--- config.mk ---
export PLATFORM = sky130hd
export DESIGN_NAME = abu_top
export DESIGN_NICKNAME = d
export VERILOG_FILES = /design/src/shared/abu_pkg.sv /design/src/verilog/abu_top.sv
export SDC_FILE = /design/constraint.sdc
export NUM_CORES = 1
export LEC_CHECK = 0
export BUFFER_PORTS_ARGS = -buffer_cell sky130_fd_sc_hd__buf_2
export CAP_MARGIN = 10
export CELL_PAD_IN_SITES_DETAIL_PLACEMENT = 1
export CELL_PAD_IN_SITES_GLOBAL_PLACEMENT = 2
export CORE_MARGIN = 3
export CORE_UTILIZATION = 29
export DETAILED_ROUTE_END_ITERATION = 8
export GPL_TIMING_DRIVEN = 0
export PLACE_DENSITY = 0.92
export SYNTH_ARGS = -nofsm -noshare
export SYNTH_HDL_FRONTEND = slang
export SYNTH_SLANG_ARGS = --single-unit
--- constraint.sdc ---
create_clock -name clk -period 2.3 [get_ports clk]
set_input_delay 0.115 -clock clk [delete_from_list [all_inputs] [get_ports clk]]
set_output_delay 0.115 -clock clk [all_outputs]
set_load 0.1 [all_outputs]
--- src/shared/abu_pkg.sv ---
// Constants, types and register map of the address breakpoint unit
package abu_pkg;

    // Register byte offsets on the bus
    localparam logic [7:0] ABU_OFS_CTRL   = 8'h00;
    localparam logic [7:0] ABU_OFS_ADDR_H = 8'h04;
    localparam logic [7:0] ABU_OFS_ADDR_L = 8'h08;
    localparam logic [7:0] ABU_OFS_WAKE   = 8'h0c;
    localparam logic [7:0] ABU_OFS_FLAGC  = 8'h10;

    // Field positions
    localparam int ABU_BIT_ENABLE  = 7;
    localparam int ABU_BIT_ACTIVE  = 6;
    localparam int ABU_BIT_WAIT    = 1;
    localparam int ABU_BIT_CLR_EN  = 7;

    // Reset values
    localparam logic [7:0] ABU_RST_BYTE = 8'h00;
    localparam logic [2:0] ABU_RST_SYNC = 3'h0;

    // Bus slave handshake states, one-hot
    typedef enum logic [1:0] {
        ABU_BUS_IDLE = 2'b01,
        ABU_BUS_ACK  = 2'b10
    } abu_bus_type;

    // Core-side status inputs, same clock as the unit
    typedef struct packed {
        logic [15:0] pc_addr;   // Program counter address
        logic        pc_fetch;  // Address is a fetch by the core
        logic        in_wait;   // Core sits in wait mode
        logic        in_stop;   // Core sits in stop mode
        logic        in_break;  // Core runs break handler
    } abu_core_type;

    // Whole state of the unit
    typedef struct packed {
        abu_bus_type bus;
        logic [31:0] prdata;
        logic        pready;
        logic        pslverr;
        logic        enable;
        logic        active;
        logic [7:0]  addr_h;
        logic [7:0]  addr_l;
        logic        wait_flag;
        logic        clr_en;
        logic [2:0]  tst_sync;
        logic        tst_level;
        logic        brk_req;
        logic        timer_halt;
        logic        wdog_off;
        logic        flag_clr_ok;
    } abu_state_type;

endpackage

--- src/verilog/abu_top.sv ---
// Address breakpoint unit: APB registers, comparator and break controls
`timescale 1ns/1ps
`default_nettype none
module abu_top (
    input  wire logic                  clk,         // 10 MHz system clock
    input  wire logic                  rst_b,       // Async reset, low
    input  wire logic                  psel,        // APB select
    input  wire logic                  penable,     // APB access phase
    input  wire logic                  pwrite,      // APB write
    input  wire logic [7:0]            paddr,       // APB byte address
    input  wire logic [31:0]           pwdata,      // APB write data
    output logic      [31:0]           prdata,      // APB read data
    output logic                       pready,      // APB ready
    output logic                       pslverr,     // APB error
    input  wire abu_pkg::abu_core_type core_i,      // Core status
    input  wire logic                  tst_voltage, // Test level on reset pin
    output logic                       brk_req,     // Break request to core
    output logic                       timer_halt,  // Halt both timers
    output logic                       wdog_off,    // Disable watchdog
    output logic                       flag_clr_ok  // Status clears allowed
);
    import abu_pkg::*;

    abu_state_type s_r;    // Registered state
    abu_state_type s_nxt;  // Next state
    // One struct for every flop keeps the reset branch and the
    // register stage in step as fields are added.

    logic        acc;       // Access phase completes this cycle
    logic        wr_take;   // Write completes this edge
    logic        hit;       // Address compare result
    logic        map_ok;    // Address is mapped
    logic [31:0] rd_word;   // Read mux output

    // The slave always adds one wait state. A master that lowers
    // penable before ready only restarts the access from idle, so
    // no half-finished write can land.
    // Access completes only on the ready edge
    assign acc     = psel && penable && s_r.pready;
    assign wr_take = acc && pwrite && map_ok;

    // Only fetch addresses are compared: a data access to the
    // break address must not stop the core. Both bytes come
    // straight from their flops, so a half-written pair can hit;
    // program the pair with breaks disabled.
    // Full 16-bit comparison, only on core fetches
    assign hit = core_i.pc_fetch
              && (core_i.pc_addr == {s_r.addr_h, s_r.addr_l});

    // Unmapped offsets read zero and raise the error response;
    // upper bits of every register word read zero.
    // Address decode and read mux
    always_comb begin
        map_ok  = 1'b1;
        rd_word = 32'h0000_0000;
        case (paddr)
            ABU_OFS_CTRL: begin
                rd_word[ABU_BIT_ENABLE] = s_r.enable;
                rd_word[ABU_BIT_ACTIVE] = s_r.active;
            end
            ABU_OFS_ADDR_H: rd_word[7:0] = s_r.addr_h;
            ABU_OFS_ADDR_L: rd_word[7:0] = s_r.addr_l;
            ABU_OFS_WAKE:   rd_word[ABU_BIT_WAIT] = s_r.wait_flag;
            ABU_OFS_FLAGC:  rd_word[ABU_BIT_CLR_EN] = s_r.clr_en;
            default:        map_ok = 1'b0;
        endcase
    end

    // Next-state logic for the whole unit
    always_comb begin
        s_nxt = s_r;

        // Read data is latched with ready, so it stands exactly in
        // the cycle in which the master samples it.
        // Bus handshake: one wait state, ready in second access cycle
        case (s_r.bus)
            ABU_BUS_IDLE: begin
                s_nxt.pready  = 1'b0;
                s_nxt.pslverr = 1'b0;
                if (psel && penable) begin
                    s_nxt.bus     = ABU_BUS_ACK;
                    s_nxt.pready  = 1'b1;
                    s_nxt.pslverr = !map_ok;
                    s_nxt.prdata  = pwrite ? 32'h0000_0000 : rd_word;
                end
            end
            ABU_BUS_ACK: begin
                // Drop ready after the completing edge
                s_nxt.bus     = ABU_BUS_IDLE;
                s_nxt.pready  = 1'b0;
                s_nxt.pslverr = 1'b0;
            end
            default: begin
                s_nxt.bus    = ABU_BUS_IDLE;
                s_nxt.pready = 1'b0;
            end
        endcase

        // Writes land only on the completing edge; the hardware
        // set paths come later in this process, so a match or a
        // wake in the same cycle beats a software clear.
        // Software writes; plain stores on completing edge
        if (wr_take) begin
            case (paddr)
                ABU_OFS_CTRL: begin
                    s_nxt.enable = pwdata[ABU_BIT_ENABLE];
                    s_nxt.active = pwdata[ABU_BIT_ACTIVE];
                end
                ABU_OFS_ADDR_H: s_nxt.addr_h = pwdata[7:0];
                ABU_OFS_ADDR_L: s_nxt.addr_l = pwdata[7:0];
                ABU_OFS_WAKE:
                    s_nxt.wait_flag = pwdata[ABU_BIT_WAIT];
                ABU_OFS_FLAGC:  s_nxt.clr_en = pwdata[ABU_BIT_CLR_EN];
                default: begin
                end
            endcase
        end

        // Wait mode does not gate the comparator, so a fetch match
        // still breaks while the core waits.
        // Match sets the flag; set beats a same-cycle clear.
        // Stop mode freezes the comparator but keeps registers.
        if (s_r.enable && hit && !core_i.in_stop) begin
            s_nxt.active = 1'b1;
        end

        // The wake flag is the handler's cue to step the stacked
        // return address back onto the wait opcode.
        // A break leaving wait mode marks the wake flag
        if (s_r.brk_req && core_i.in_wait) begin
            s_nxt.wait_flag = 1'b1;
        end

        // The test level comes from a pin outside this clock, so it
        // is taken only once the last two stages agree; a glitch
        // shorter than a cycle never reaches the watchdog control.
        // Test level sampled through three flops
        s_nxt.tst_sync = {s_r.tst_sync[1:0], tst_voltage};
        if (s_r.tst_sync[1] == s_r.tst_sync[2]) begin
            s_nxt.tst_level = s_r.tst_sync[2];
        end

        // The request is built from the next flag value, so it rises
        // on the same edge as the flag and costs no extra cycle.
        // Request stays up while flagged and core neither in break nor in stop.
        // Core clears the flag in its handler, so no re-entry.
        s_nxt.brk_req = s_nxt.active && !core_i.in_break
                     && !core_i.in_stop;

        // These follow the core's own break state, not the request,
        // so timers stay frozen through the whole handler and run
        // again one cycle after the return.
        // Break-side controls follow the core's break state
        s_nxt.timer_halt  = core_i.in_break;
        s_nxt.wdog_off    = core_i.in_break && s_r.tst_level;
        s_nxt.flag_clr_ok = !core_i.in_break || s_r.clr_en;
    end

    // Asynchronous reset loads constants only; flag_clr_ok comes
    // up high so status clears work normally out of reset.
    // State register
    always_ff @(posedge clk or negedge rst_b) begin
        if (!rst_b) begin
            s_r.bus         <= ABU_BUS_IDLE;
            s_r.prdata      <= 32'h0000_0000;
            s_r.pready      <= 1'b0;
            s_r.pslverr     <= 1'b0;
            s_r.enable      <= 1'b0;
            s_r.active      <= 1'b0;
            s_r.addr_h      <= ABU_RST_BYTE;
            s_r.addr_l      <= ABU_RST_BYTE;
            s_r.wait_flag   <= 1'b0;
            s_r.clr_en      <= 1'b0;
            s_r.tst_sync    <= ABU_RST_SYNC;
            s_r.tst_level   <= 1'b0;
            s_r.brk_req     <= 1'b0;
            s_r.timer_halt  <= 1'b0;
            s_r.wdog_off    <= 1'b0;
            s_r.flag_clr_ok <= 1'b1;
        end else begin
            s_r <= s_nxt;
        end
    end

    // No logic sits between flops and pins, so output timing is
    // one clock-to-out and nothing glitches toward the core.
    // Outputs straight from the state flops
    assign prdata      = s_r.prdata;
    assign pready      = s_r.pready;
    assign pslverr     = s_r.pslverr;
    assign brk_req     = s_r.brk_req;
    assign timer_halt  = s_r.timer_halt;
    assign wdog_off    = s_r.wdog_off;
    assign flag_clr_ok = s_r.flag_clr_ok;
endmodule
`default_nettype wire

==> flow_metrics.tcl, run 1 <==
set metrics [dict create \
    final_nets 347 \
    area_growth_pct 29.6 \
    cp_data_required_time_ns 2.53 \
    cts_root_buffer "clkbuf_8" \
    place.gp.congestion 0.758 \
    critical_path_peak_fanout 10 \
    powerDensity_nw_per_um2 675 \
    diodes 0 \
    drv_slew 0 \
    startpoint_type "register" \
    yosysTopAreaCellShare_pct 44.4 \
    synth_top_area_cell "dfrtp_1" \
    hold_viol 0 \
    synth_ff_type "dfrtp_1" \
    first_pass_iters 4 \
    slowest_delay_ns 0.55 \
    drt_wl_total_mm 5.08 \
    crit_arrival_ns 1.85 \
    clkLatencyLatePin_ns 0.29 \
    post_drt_wl_per_cell_um 13.5 \
    viasPerCell 4.24 \
    tightest_slew_ns 0.888 \
    cp_top_family "flip-flops" \
    crit_path_end_kind "register" \
    rsz0062_at_grt "false" \
    max_freq_mhz 618 \
    antenna_found_initial 0 \
    hpwlAfterDp_mm 4.02 \
    maxCapViolations 0 \
    instances_no_fill 376 \
    dieArea_um2 8450 \
    netlist_instances 192 \
    synth_common_cells "38 x dfrtp_1, 33 x buf_4, 19 x mux2_2, 15 x xor2_1, 13 x nand2_1" \
    whs_ns 0.0652 \
    post-route-min-period_ns 1.62 \
    cts_sinks 40 \
    grt.overflow.total 0 \
    slowest_stage "dfstp_2" \
    place_ws_ns 0.686 \
    crit_type "reg2reg" \
    die_y_um 91.9 \
    skew_ns 0.00553 \
    grt_max_degree 41 \
    synth.distinct_cells 41 \
    fin_ws_ns 0.682 \
    critPathBufInv 1 \
    syn_avg_cell_area_um2 11.2 \
    cts_buffer_depth 2 \
    start_util_pct 30.7 \
    ys_top_cells_by_area "dfrtp_1 44%, buf_4 12%, mux2_2 10%" \
    p_total_w 0.00187 \
    io_buffers 54 \
    vias 1595 \
    top_level_ports 104 \
    dr.first_iter.drc_count 44 \
    hold_class "in2reg" \
    synthArstFlopShare_pct 100 \
    grt_pass1_wl_mm 8.60 \
    cts.clk_slew.worst_paths_ns 0.08 \
    ctsResizeCount 0 \
    drive_above_1_share_pct 44.3 \
    antenna_left 0 \
    synth.yosys.seq_area_share_pct 46.8 \
    crit_chain "ha_1 > nand3_1 > clkbuf_1 > nor4b_1 > a22o_1" \
    die_x_um 91.9 \
    drc_errors 0 \
    grt_usage_pct 13.0 \
    tns_ns 0 \
    dpl.cell_count 365 \
    outcome "finished, final reports clean" \
    core.rowCount 30 \
    tritoncts "built" \
    synth-edff-count 0 \
    relSlewSlack_pct 40.8 \
    core_area_um2 6980 \
    ir_worst_vdd_mv 0.189 \
    cts-htree-levels 2 \
    syn-cell-area_um2 2140 \
    finalCritPeriodShare_pct 70.4 \
    yosysMostFrequentCell "dfrtp_1" \
    yosys_warnings 0 \
    numCtsBuffers 5 \
    p_leak_nw 1.49 \
    setup_viol 0 \
    synth_seq_cells 40 \
    grt_pass1_vias 1761 \
]
-- final cells by class --
class	instances	area, um^2
multi-input cells	135	941
plain buffers	37	273
fillers	836	4210
repair buffers	57	300
flip-flops and latches	40	1000
clock inverters	1	30.0
well taps	96	120
inverters	3	11.3
clock buffers	7	96.3
-- layout by cell type (no fill, tap or decap), types with 2 or more instances in the layout --
cell type and instances:
maj3_1 2, o21ai_0 9, conb_1 24, dfstp_2 2, a21oi_1 3, dlygate4sd3_1 3
nor2b_1 2, buf_2 56, nand2_1 13, nor4b_1 2, clkbuf_8 7, nand4_1 3
buf_4 33, mux2i_1 4, xor2_1 15, nor2_1 5, mux2_2 19, nor4_1 3
ha_1 2, a22oi_1 6, inv_1 3, o22ai_1 2, dfrtp_1 38, nand3_1 4
-- cell families (layout without fill, tap and decap cells) --
family	Yosys count	after routing	share of synthesized area, %
simple gates	43	43	11.9
flops	40	40	46.8
buf+inv	40	105	13.3
fa+ha+maj	4	4	2.10
compound gates	25	25	7.36
mux	23	23	11.9
other cells	1	24	0.175
xor+xnor	16	16	6.54
-- worst register-to-register path, stage by stage (launching register included) --
cell      delay (ns)
dfstp_2         0.55
ha_1            0.19
nand3_1         0.12
clkbuf_1        0.24
nor4b_1         0.30
a22o_1          0.17
-- power breakdown --
part | internal, W | switching, W | total, W | leakage, nW
Sequential | 0.000741 | 0.0000170 | 0.000758 | 0.537
Combinational | 0.000112 | 0.000376 | 0.000488 | 0.892
Clock | 0.000383 | 0.000245 | 0.000628 | 0.0645
Total | 0.00124 | 0.000638 | 0.00187 | 1.49
-- per-stage QoR --
| step | instance area, um^2 | util (%) |
|---|---|---|
| after floorplan | 2230 | - |
| after global placement | 2620 | 37.5 |
| after detailed placement | 2620 | 37.5 |
| after CTS | 2780 | 39.7 |
| after global routing | 2780 | 39.7 |
| final | 2780 | 39.7 |
-- routing by layer --
layer  track usage [%]  routed length, um
met2              20.6               2470
met1              16.7               2160
met5                 0                  0
met3              4.35                352
met4              4.46                 97
-- flip-flops by register name, summed over array words and instances, names as in the netlist --
name and flops:
flag_clr_ok 1, pready 1, s_r 24, pslverr 1, s_nxt 2, wdog_off 1
timer_halt 1, brk_req 1, prdata 8
-- worst paths after layout --
kind,startpoint,end,slack [ns],cells past startpoint
min in group asynchronous,rst_b,timer_halt,0.48,2
max in group asynchronous,rst_b,s_r[13],1.26,2
min,pwdata[5],s_r[15],0.07,2
min reg2reg,s_nxt[6],s_nxt[7],0.36,0
max reg2reg,s_r[62],prdata[7],0.68,5
max,s_r[62],prdata[7],0.68,5
-- repair_timing --
item | CTS | global route
hold endpoints to repair | 41 | 0
setup buffers | 0 | 0
hold buffers | 3 | 0
No activity file was read; power rests on OpenSTA's default activity.
==> run 2: changes to the inputs <==
--- a/config.mk
+++ b/config.mk
@@ -10,10 +10,10 @@
 export CELL_PAD_IN_SITES_DETAIL_PLACEMENT = 1
 export CELL_PAD_IN_SITES_GLOBAL_PLACEMENT = 2
 export CORE_MARGIN = 3
-export CORE_UTILIZATION = 29
+export CORE_UTILIZATION = 27
 export DETAILED_ROUTE_END_ITERATION = 8
 export GPL_TIMING_DRIVEN = 0
-export PLACE_DENSITY = 0.92
+export PLACE_DENSITY = 0.87
 export SYNTH_ARGS = -nofsm -noshare
 export SYNTH_HDL_FRONTEND = slang
 export SYNTH_SLANG_ARGS = --single-unit
==> constraint.sdc (replaced) <==
create_clock -name clk -period 1.6 [get_ports clk]
set_input_delay 0.08 -clock clk [delete_from_list [all_inputs] [get_ports clk]]
set_output_delay 0.08 -clock clk [all_outputs]
set_load 0.1 [all_outputs]
==> flow_metrics.tcl, run 2 (synthesized netlist as in run 1, its figures left out) <==
set metrics [dict create \
    start_util_pct 28.6 \
    die_x_um 95.1 \
    place_ws_ns -0.0231 \
    die_y_um 95.1 \
    largest_register "s_r" \
    power_frac_clock_pct 35.2 \
    dr.first_iter.drc_count 44 \
    ir_worst_vdd_mv 0.333 \
    instances_no_fill 380 \
    grt_pass1_wl_mm 8.54 \
    drt_wl_total_mm 5.35 \
    maxCapViolations 0 \
    post_drt_wl_per_cell_um 14.1 \
    mostFrequentLayoutCell "buf_2" \
    grt_pass1_vias 1747 \
    io_buffers 54 \
    core_area_um2 7490 \
    crit_arrival_ns 1.77 \
    first_pass_iters 4 \
    viasPerCell 4.28 \
    crit_type "reg2reg" \
    grt_max_degree 41 \
    area_growth_pct 32.4 \
    grt.overflow.total 0 \
    whs_ns 0.0301 \
    critical_path_peak_fanout 8 \
    top_level_ports 104 \
    grt_usage_pct 12.5 \
    post-route-min-period_ns 1.59 \
    final_nets 348 \
    finalCritPeriodShare_pct 99.6 \
    cts_sinks 40 \
    cts_root_buffer "clkbuf_8" \
    slowest_stage "dfrtp_4" \
    clkLatencyLatePin_ns 0.29 \
    drc_errors 0 \
    dieArea_um2 9040 \
    cp_top_family "simple AND/OR/NAND/NOR gates" \
    drv_slew 0 \
    fin_ws_ns 0.00590 \
    design_area_um2 2840 \
    critPathBufInv 1 \
    slowest_delay_ns 0.41 \
    pwr-share-comb_pct 25.4 \
    core.rowCount 31 \
    p_leak_nw 1.51 \
    antenna_found_initial 0 \
    vias 1625 \
    antenna_left 0 \
    dpl.cell_count 368 \
    hold_class "in2reg" \
    cts.clk_slew.worst_paths_ns 0.08 \
    p_sw_share_pct 33.3 \
    cts-htree-levels 2 \
    final_cell_mix "57 x buf_2, 37 x dfrtp_1, 34 x buf_4" \
    diodes 0 \
    cts_buffer_depth 2 \
    max_freq_mhz 627 \
    crit_chain "and4_4 > and3_4 > and3b_1 > buf_6 > mux2_4" \
    startpoint_type "register" \
    place.gp.congestion 0.738 \
    powerDensity_nw_per_um2 981 \
    cp_data_required_time_ns 1.77 \
    numCtsBuffers 5 \
    relSlewSlack_pct 39.3 \
    p_sw_w 0.000926 \
    hpwlAfterDp_mm 4.24 \
    largest_reg_flops 24 \
    setup_viol 0 \
    crit_path_end_kind "register" \
    tritoncts "built" \
    intPower_w 0.00186 \
    dpl-instance-area_um2 2660 \
    rsz0062_at_grt "true" \
    drive_above_1_share_pct 45.6 \
    skew_ns 0.0116 \
    seq_power_share_pct 39.4 \
    hold_viol 0 \
    tightest_slew_ns 0.911 \
    outcome "finished, final reports clean" \
]
## run 2: through the flow
| step | util, % | total power, W | TNS [ns] |
|---|---|---|---|
| 4_1_cts | 37.9 | 0.00281 | 0 |
| 3_3_place_gp | 35.5 | 0.00180 | 0 |
| 5_1_grt | 37.9 | 0.00289 | -0.335 |
| 6_report | 37.9 | 0.00278 | 0 |
| 3_5_place_dp | 35.5 | 0.00182 | -0.0617 |
| 2_1_floorplan | - | 0.00166 | -1.45 |
## run 2: per-layer routing
metal / vias up / track usage (%) / routed length (um)
li1: 784 / - / -
met1: 778 / 15.6 / 2370
met2: 55 / 21.1 / 2580
met3: 8 / 2.29 / 304
met4: 0 / 5.05 / 91
met5: - / 0 / 0
## run 2: path summary, 6_finish.rpt
path                            startpoint        end  cells past startpoint  slack (ns)
worst max-delay path                pready    s_r[21]                      5       0.006
worst min-delay path             pwdata[4]    s_r[22]                      2        0.03
worst max register to register      pready    s_r[21]                      5       0.006
worst min register to register    s_nxt[6]   s_nxt[7]                      0        0.37
max in group asynchronous            rst_b     pready                      2        0.48
min in group asynchronous            rst_b  prdata[2]                      2        0.46
## run 2: power groups by stage
stage | clock (W) | combinational, W | sequential (W)
finish | 0.000979 | 0.000708 | 0.00110
global route | 0.00103 | 0.000756 | 0.00110
CTS | 0.00100 | 0.000709 | 0.00110
detailed placement | 0 | 0.000699 | 0.00112
global placement | 0 | 0.000686 | 0.00111
floorplan | 0 | 0.000417 | 0.00125
## run 2: area by class of cell
type                    instances  area [um^2]
repair buffers                 58          308
plain buffers                  37          274
flip-flops and latches         40         1010
multi-input cells             135          980
clock inverters                 2         60.1
well taps                      99          124
clock buffers                   6         72.6
fillers                       883         4650
inverters                       3         11.3
## run 2: what timing repair did
item | 4_1_cts | 5_1_grt
endpoints found under the setup margin | 9 | 10
resized for setup | 2 | 4
hold endpoints to repair | 41 | 0
buffers inserted | 1 | 0
hold buffers | 3 | 0
## run 2: worst reg2reg max path: cells and delay by family, from the launching register on
| kind | cells | cell delay (ns) |
|---|---|---|
| simple gates | 3 | 0.58 |
| flops | 1 | 0.41 |
| mux | 1 | 0.31 |
| buf+inv | 1 | 0.17 |
==> run 3: changes to the inputs <==
--- a/config.mk
+++ b/config.mk
@@ -5,12 +5,13 @@
 export SDC_FILE = /design/constraint.sdc
 export NUM_CORES = 1
 export LEC_CHECK = 0
+export ABC_AREA = 1
 export BUFFER_PORTS_ARGS = -buffer_cell sky130_fd_sc_hd__buf_2
 export CAP_MARGIN = 10
 export CELL_PAD_IN_SITES_DETAIL_PLACEMENT = 1
 export CELL_PAD_IN_SITES_GLOBAL_PLACEMENT = 2
 export CORE_MARGIN = 3
-export CORE_UTILIZATION = 27
+export CORE_UTILIZATION = 25
 export DETAILED_ROUTE_END_ITERATION = 8
 export GPL_TIMING_DRIVEN = 0
 export PLACE_DENSITY = 0.87
==> flow_metrics.tcl, run 3 <==
set metrics [dict create \
    die_x_um 104 \
    maxCapViolations 0 \
    cp_data_required_time_ns 1.83 \
    finalCritPeriodShare_pct 96.8 \
    largest_register "s_r" \
    area_growth_pct 28.8 \
    synth.distinct_cells 30 \
    die_y_um 104 \
    power_frac_clock_pct 24.4 \
    powerDensity_nw_per_um2 840 \
    core_area_um2 9280 \
    ys_top_cells_by_area "dfrtp_1 40%, nand2_1 15%, buf_4 10%" \
    start_util_pct 25.7 \
    cts_sinks 40 \
    clkLatencyLatePin_ns 0.29 \
    seq_power_share_pct 42.9 \
    intPower_w 0.00159 \
    synth.yosys.seq_area_share_pct 42.0 \
    startpoint_type "register" \
    drt_wl_total_mm 6.41 \
    core.rowCount 35 \
    grt_pass1_wl_mm 10.8 \
    largest_reg_flops 24 \
    cts.clk_slew.worst_paths_ns 0.08 \
    tritoncts "built" \
    p_sw_w 0.000998 \
    drc_errors 0 \
    worstReg2RegEnd "prdata[6]" \
    utilization_pct 33.2 \
    first_pass_iters 4 \
    pwr-share-comb_pct 32.6 \
    met1_length_mm 2.92 \
    yosysMostFrequentCell "nand2_1" \
    synth_top_area_cell "dfrtp_1" \
    hpwlAfterDp_mm 5.22 \
    antenna_left 0 \
    syn-cell-area_um2 2390 \
    grt.overflow.total 0 \
    met2WireLength_mm 3.02 \
    cts-htree-levels 2 \
    outcome "finished, final reports clean" \
    yosysTopAreaCellShare_pct 39.8 \
    crit_path_end_kind "register" \
    dieArea_um2 10800 \
    cts_buffer_depth 2 \
    hold_viol 0 \
    syn_avg_cell_area_um2 7.56 \
    hold_class "in2reg" \
    setup_viol 0 \
    min_from "pwdata[4]" \
    reg2reg_depth 9 \
    place.gp.congestion 0.734 \
    netlist_instances 316 \
    p_sw_share_pct 38.6 \
    critical_path_peak_fanout 8 \
    timing.rr.start "s_r[62]" \
    numCtsBuffers 5 \
    top_layer_used "met4" \
    fill_cells 1199 \
    crit_arrival_ns 1.77 \
    vias 2149 \
    tns_ns 0 \
    diodes 0 \
    io_buffers 55 \
    dpl.cell_count 523 \
    synth-edff-count 0 \
    mostFrequentLayoutCell "nand2_1" \
    multi_input_area_um2 1050 \
    p_leak_nw 1.68 \
    final_nets 475 \
    drive_above_1_share_pct 31.9 \
    post_drt_wl_per_cell_um 12.0 \
    viasPerCell 4.01 \
    synthArstFlopShare_pct 100 \
    yosys_warnings 0 \
    drv_slew 0 \
    grt_max_degree 41 \
    max_freq_mhz 646 \
    r2r_setup_slack_ns 0.05 \
    synth_ff_type "dfrtp_1" \
    grt_pass1_vias 2211 \
    synth_seq_cells 40 \
    ir_worst_vdd_mv 0.330 \
    cts_root_buffer "clkbuf_8" \
    seq_area_um2 1000 \
    hold_depth 3 \
    relSlewSlack_pct 38.2 \
    wl_met3_um 407 \
    skew_ns 0.00734 \
    synth_common_cells "93 x nand2_1, 42 x inv_1, 38 x dfrtp_1, 32 x buf_4, 25 x nor2_1" \
    instances_no_fill 536 \
    crit_type "reg2reg" \
    antenna_found_initial 0 \
    min_to "s_r[22]" \
    post-route-min-period_ns 1.55 \
    tightest_slew_ns 0.927 \
    grt_usage_pct 12.2 \
    final_cell_mix "93 x nand2_1, 56 x buf_2, 41 x inv_1" \
    dr.first_iter.drc_count 84 \
    top_level_ports 104 \
]
## run 3: changes by cell type after synthesis, moves of 6 or more
cell | before | now
a22oi_1 | 6 | 0
xor2_1 | 15 | 0
o21ai_1 | 0 | 6
nand4_1 | 3 | 9
inv_1 | 3 | 42
nor2_1 | 5 | 25
mux2_2 | 19 | 0
nand2_1 | 13 | 93
## run 3: cell families (layout without fill, tap and decap cells)
family,Yosys count,count (layout),share of synthesized area (%)
buffers and inverters,83,151,18.8
flip-flops,40,40,42.0
adder cells (fa/ha/maj),3,3,1.47
other,1,24,0.157
AO/OA/AOI/OAI,29,29,6.39
XOR/XNOR,5,5,1.83
AND/OR/NAND/NOR,155,155,29.4
## run 3: through the flow
step | setup WS [ns] | hold slack, ns | cell area, um^2 | total power [W]
finish | 0.0512 | 0.0375 | 3080 | 0.00259
detailed placement | -0.0561 | 0.196 | 2910 | 0.00191
CTS | 0.00906 | 0.0373 | 3040 | 0.00258
global placement | -0.0167 | 0.191 | 2910 | 0.00188
global route | -0.00308 | 0.0423 | 3080 | 0.00273
floorplan | 0.0309 | -0.216 | 2480 | 0.00174
## run 3: worst max-delay path by stage
stage	end	start	slack (ns)
2_1_floorplan	s_r[9]	pready	0.03
3_3_place_gp	prdata[7]	s_r[62]	-0.02
3_5_place_dp	prdata[7]	s_r[62]	-0.06
4_1_cts	prdata[7]	s_r[62]	0.009
5_1_grt	prdata[6]	s_r[62]	-0.003
6_report	prdata[6]	s_r[62]	0.05
## run 3: final cells by class
cell class | count | area share, %
sequential | 40 | 32.6
clock inverter | 1 | 0.163
clock buffer | 6 | 2.36
multi-input combinational | 216 | 34.1
inverter | 47 | 5.81
tap | 129 | 5.24
timing repair buffer | 61 | 10.7
buffer | 36 | 9.07
## run 3: power by group through the flow
stage / Combinational (W) / Sequential (W) / Clock (W)
floorplan: 0.000482 / 0.00126 / 0
global placement: 0.000764 / 0.00112 / 0
detailed placement: 0.000783 / 0.00112 / 0
CTS: 0.000813 / 0.00110 / 0.000664
global route: 0.000911 / 0.00112 / 0.000698
finish: 0.000844 / 0.00111 / 0.000632
## run 3: timing repair
item / in CTS / in global routing
endpoints found under the hold margin: 41 / 0
buffers inserted: 2 / 1
hold buffers: 3 / 0
resized for setup: 3 / 7
endpoints found under the setup margin: 7 / 4
pin swaps: 1 / 1
## run 3: per-layer routing
| layer | vias up | track usage (%) |
|---|---|---|
| li1 | 1093 | - |
| met5 | - | 0 |
| met4 | 0 | 3.70 |
| met2 | 60 | 20.4 |
| met3 | 7 | 3.24 |
| met1 | 989 | 15.5 |
## run 3: worst max-delay path, cell delays in order (launching register included)
cell	delay, ns
dfstp_2	0.56
ha_4	0.14
inv_2	0.04
nor2_4	0.12
inv_4	0.04
or2_0	0.21
buf_6	0.15
nor2_2	0.12
o21ai_2	0.06
nand2_1	0.05
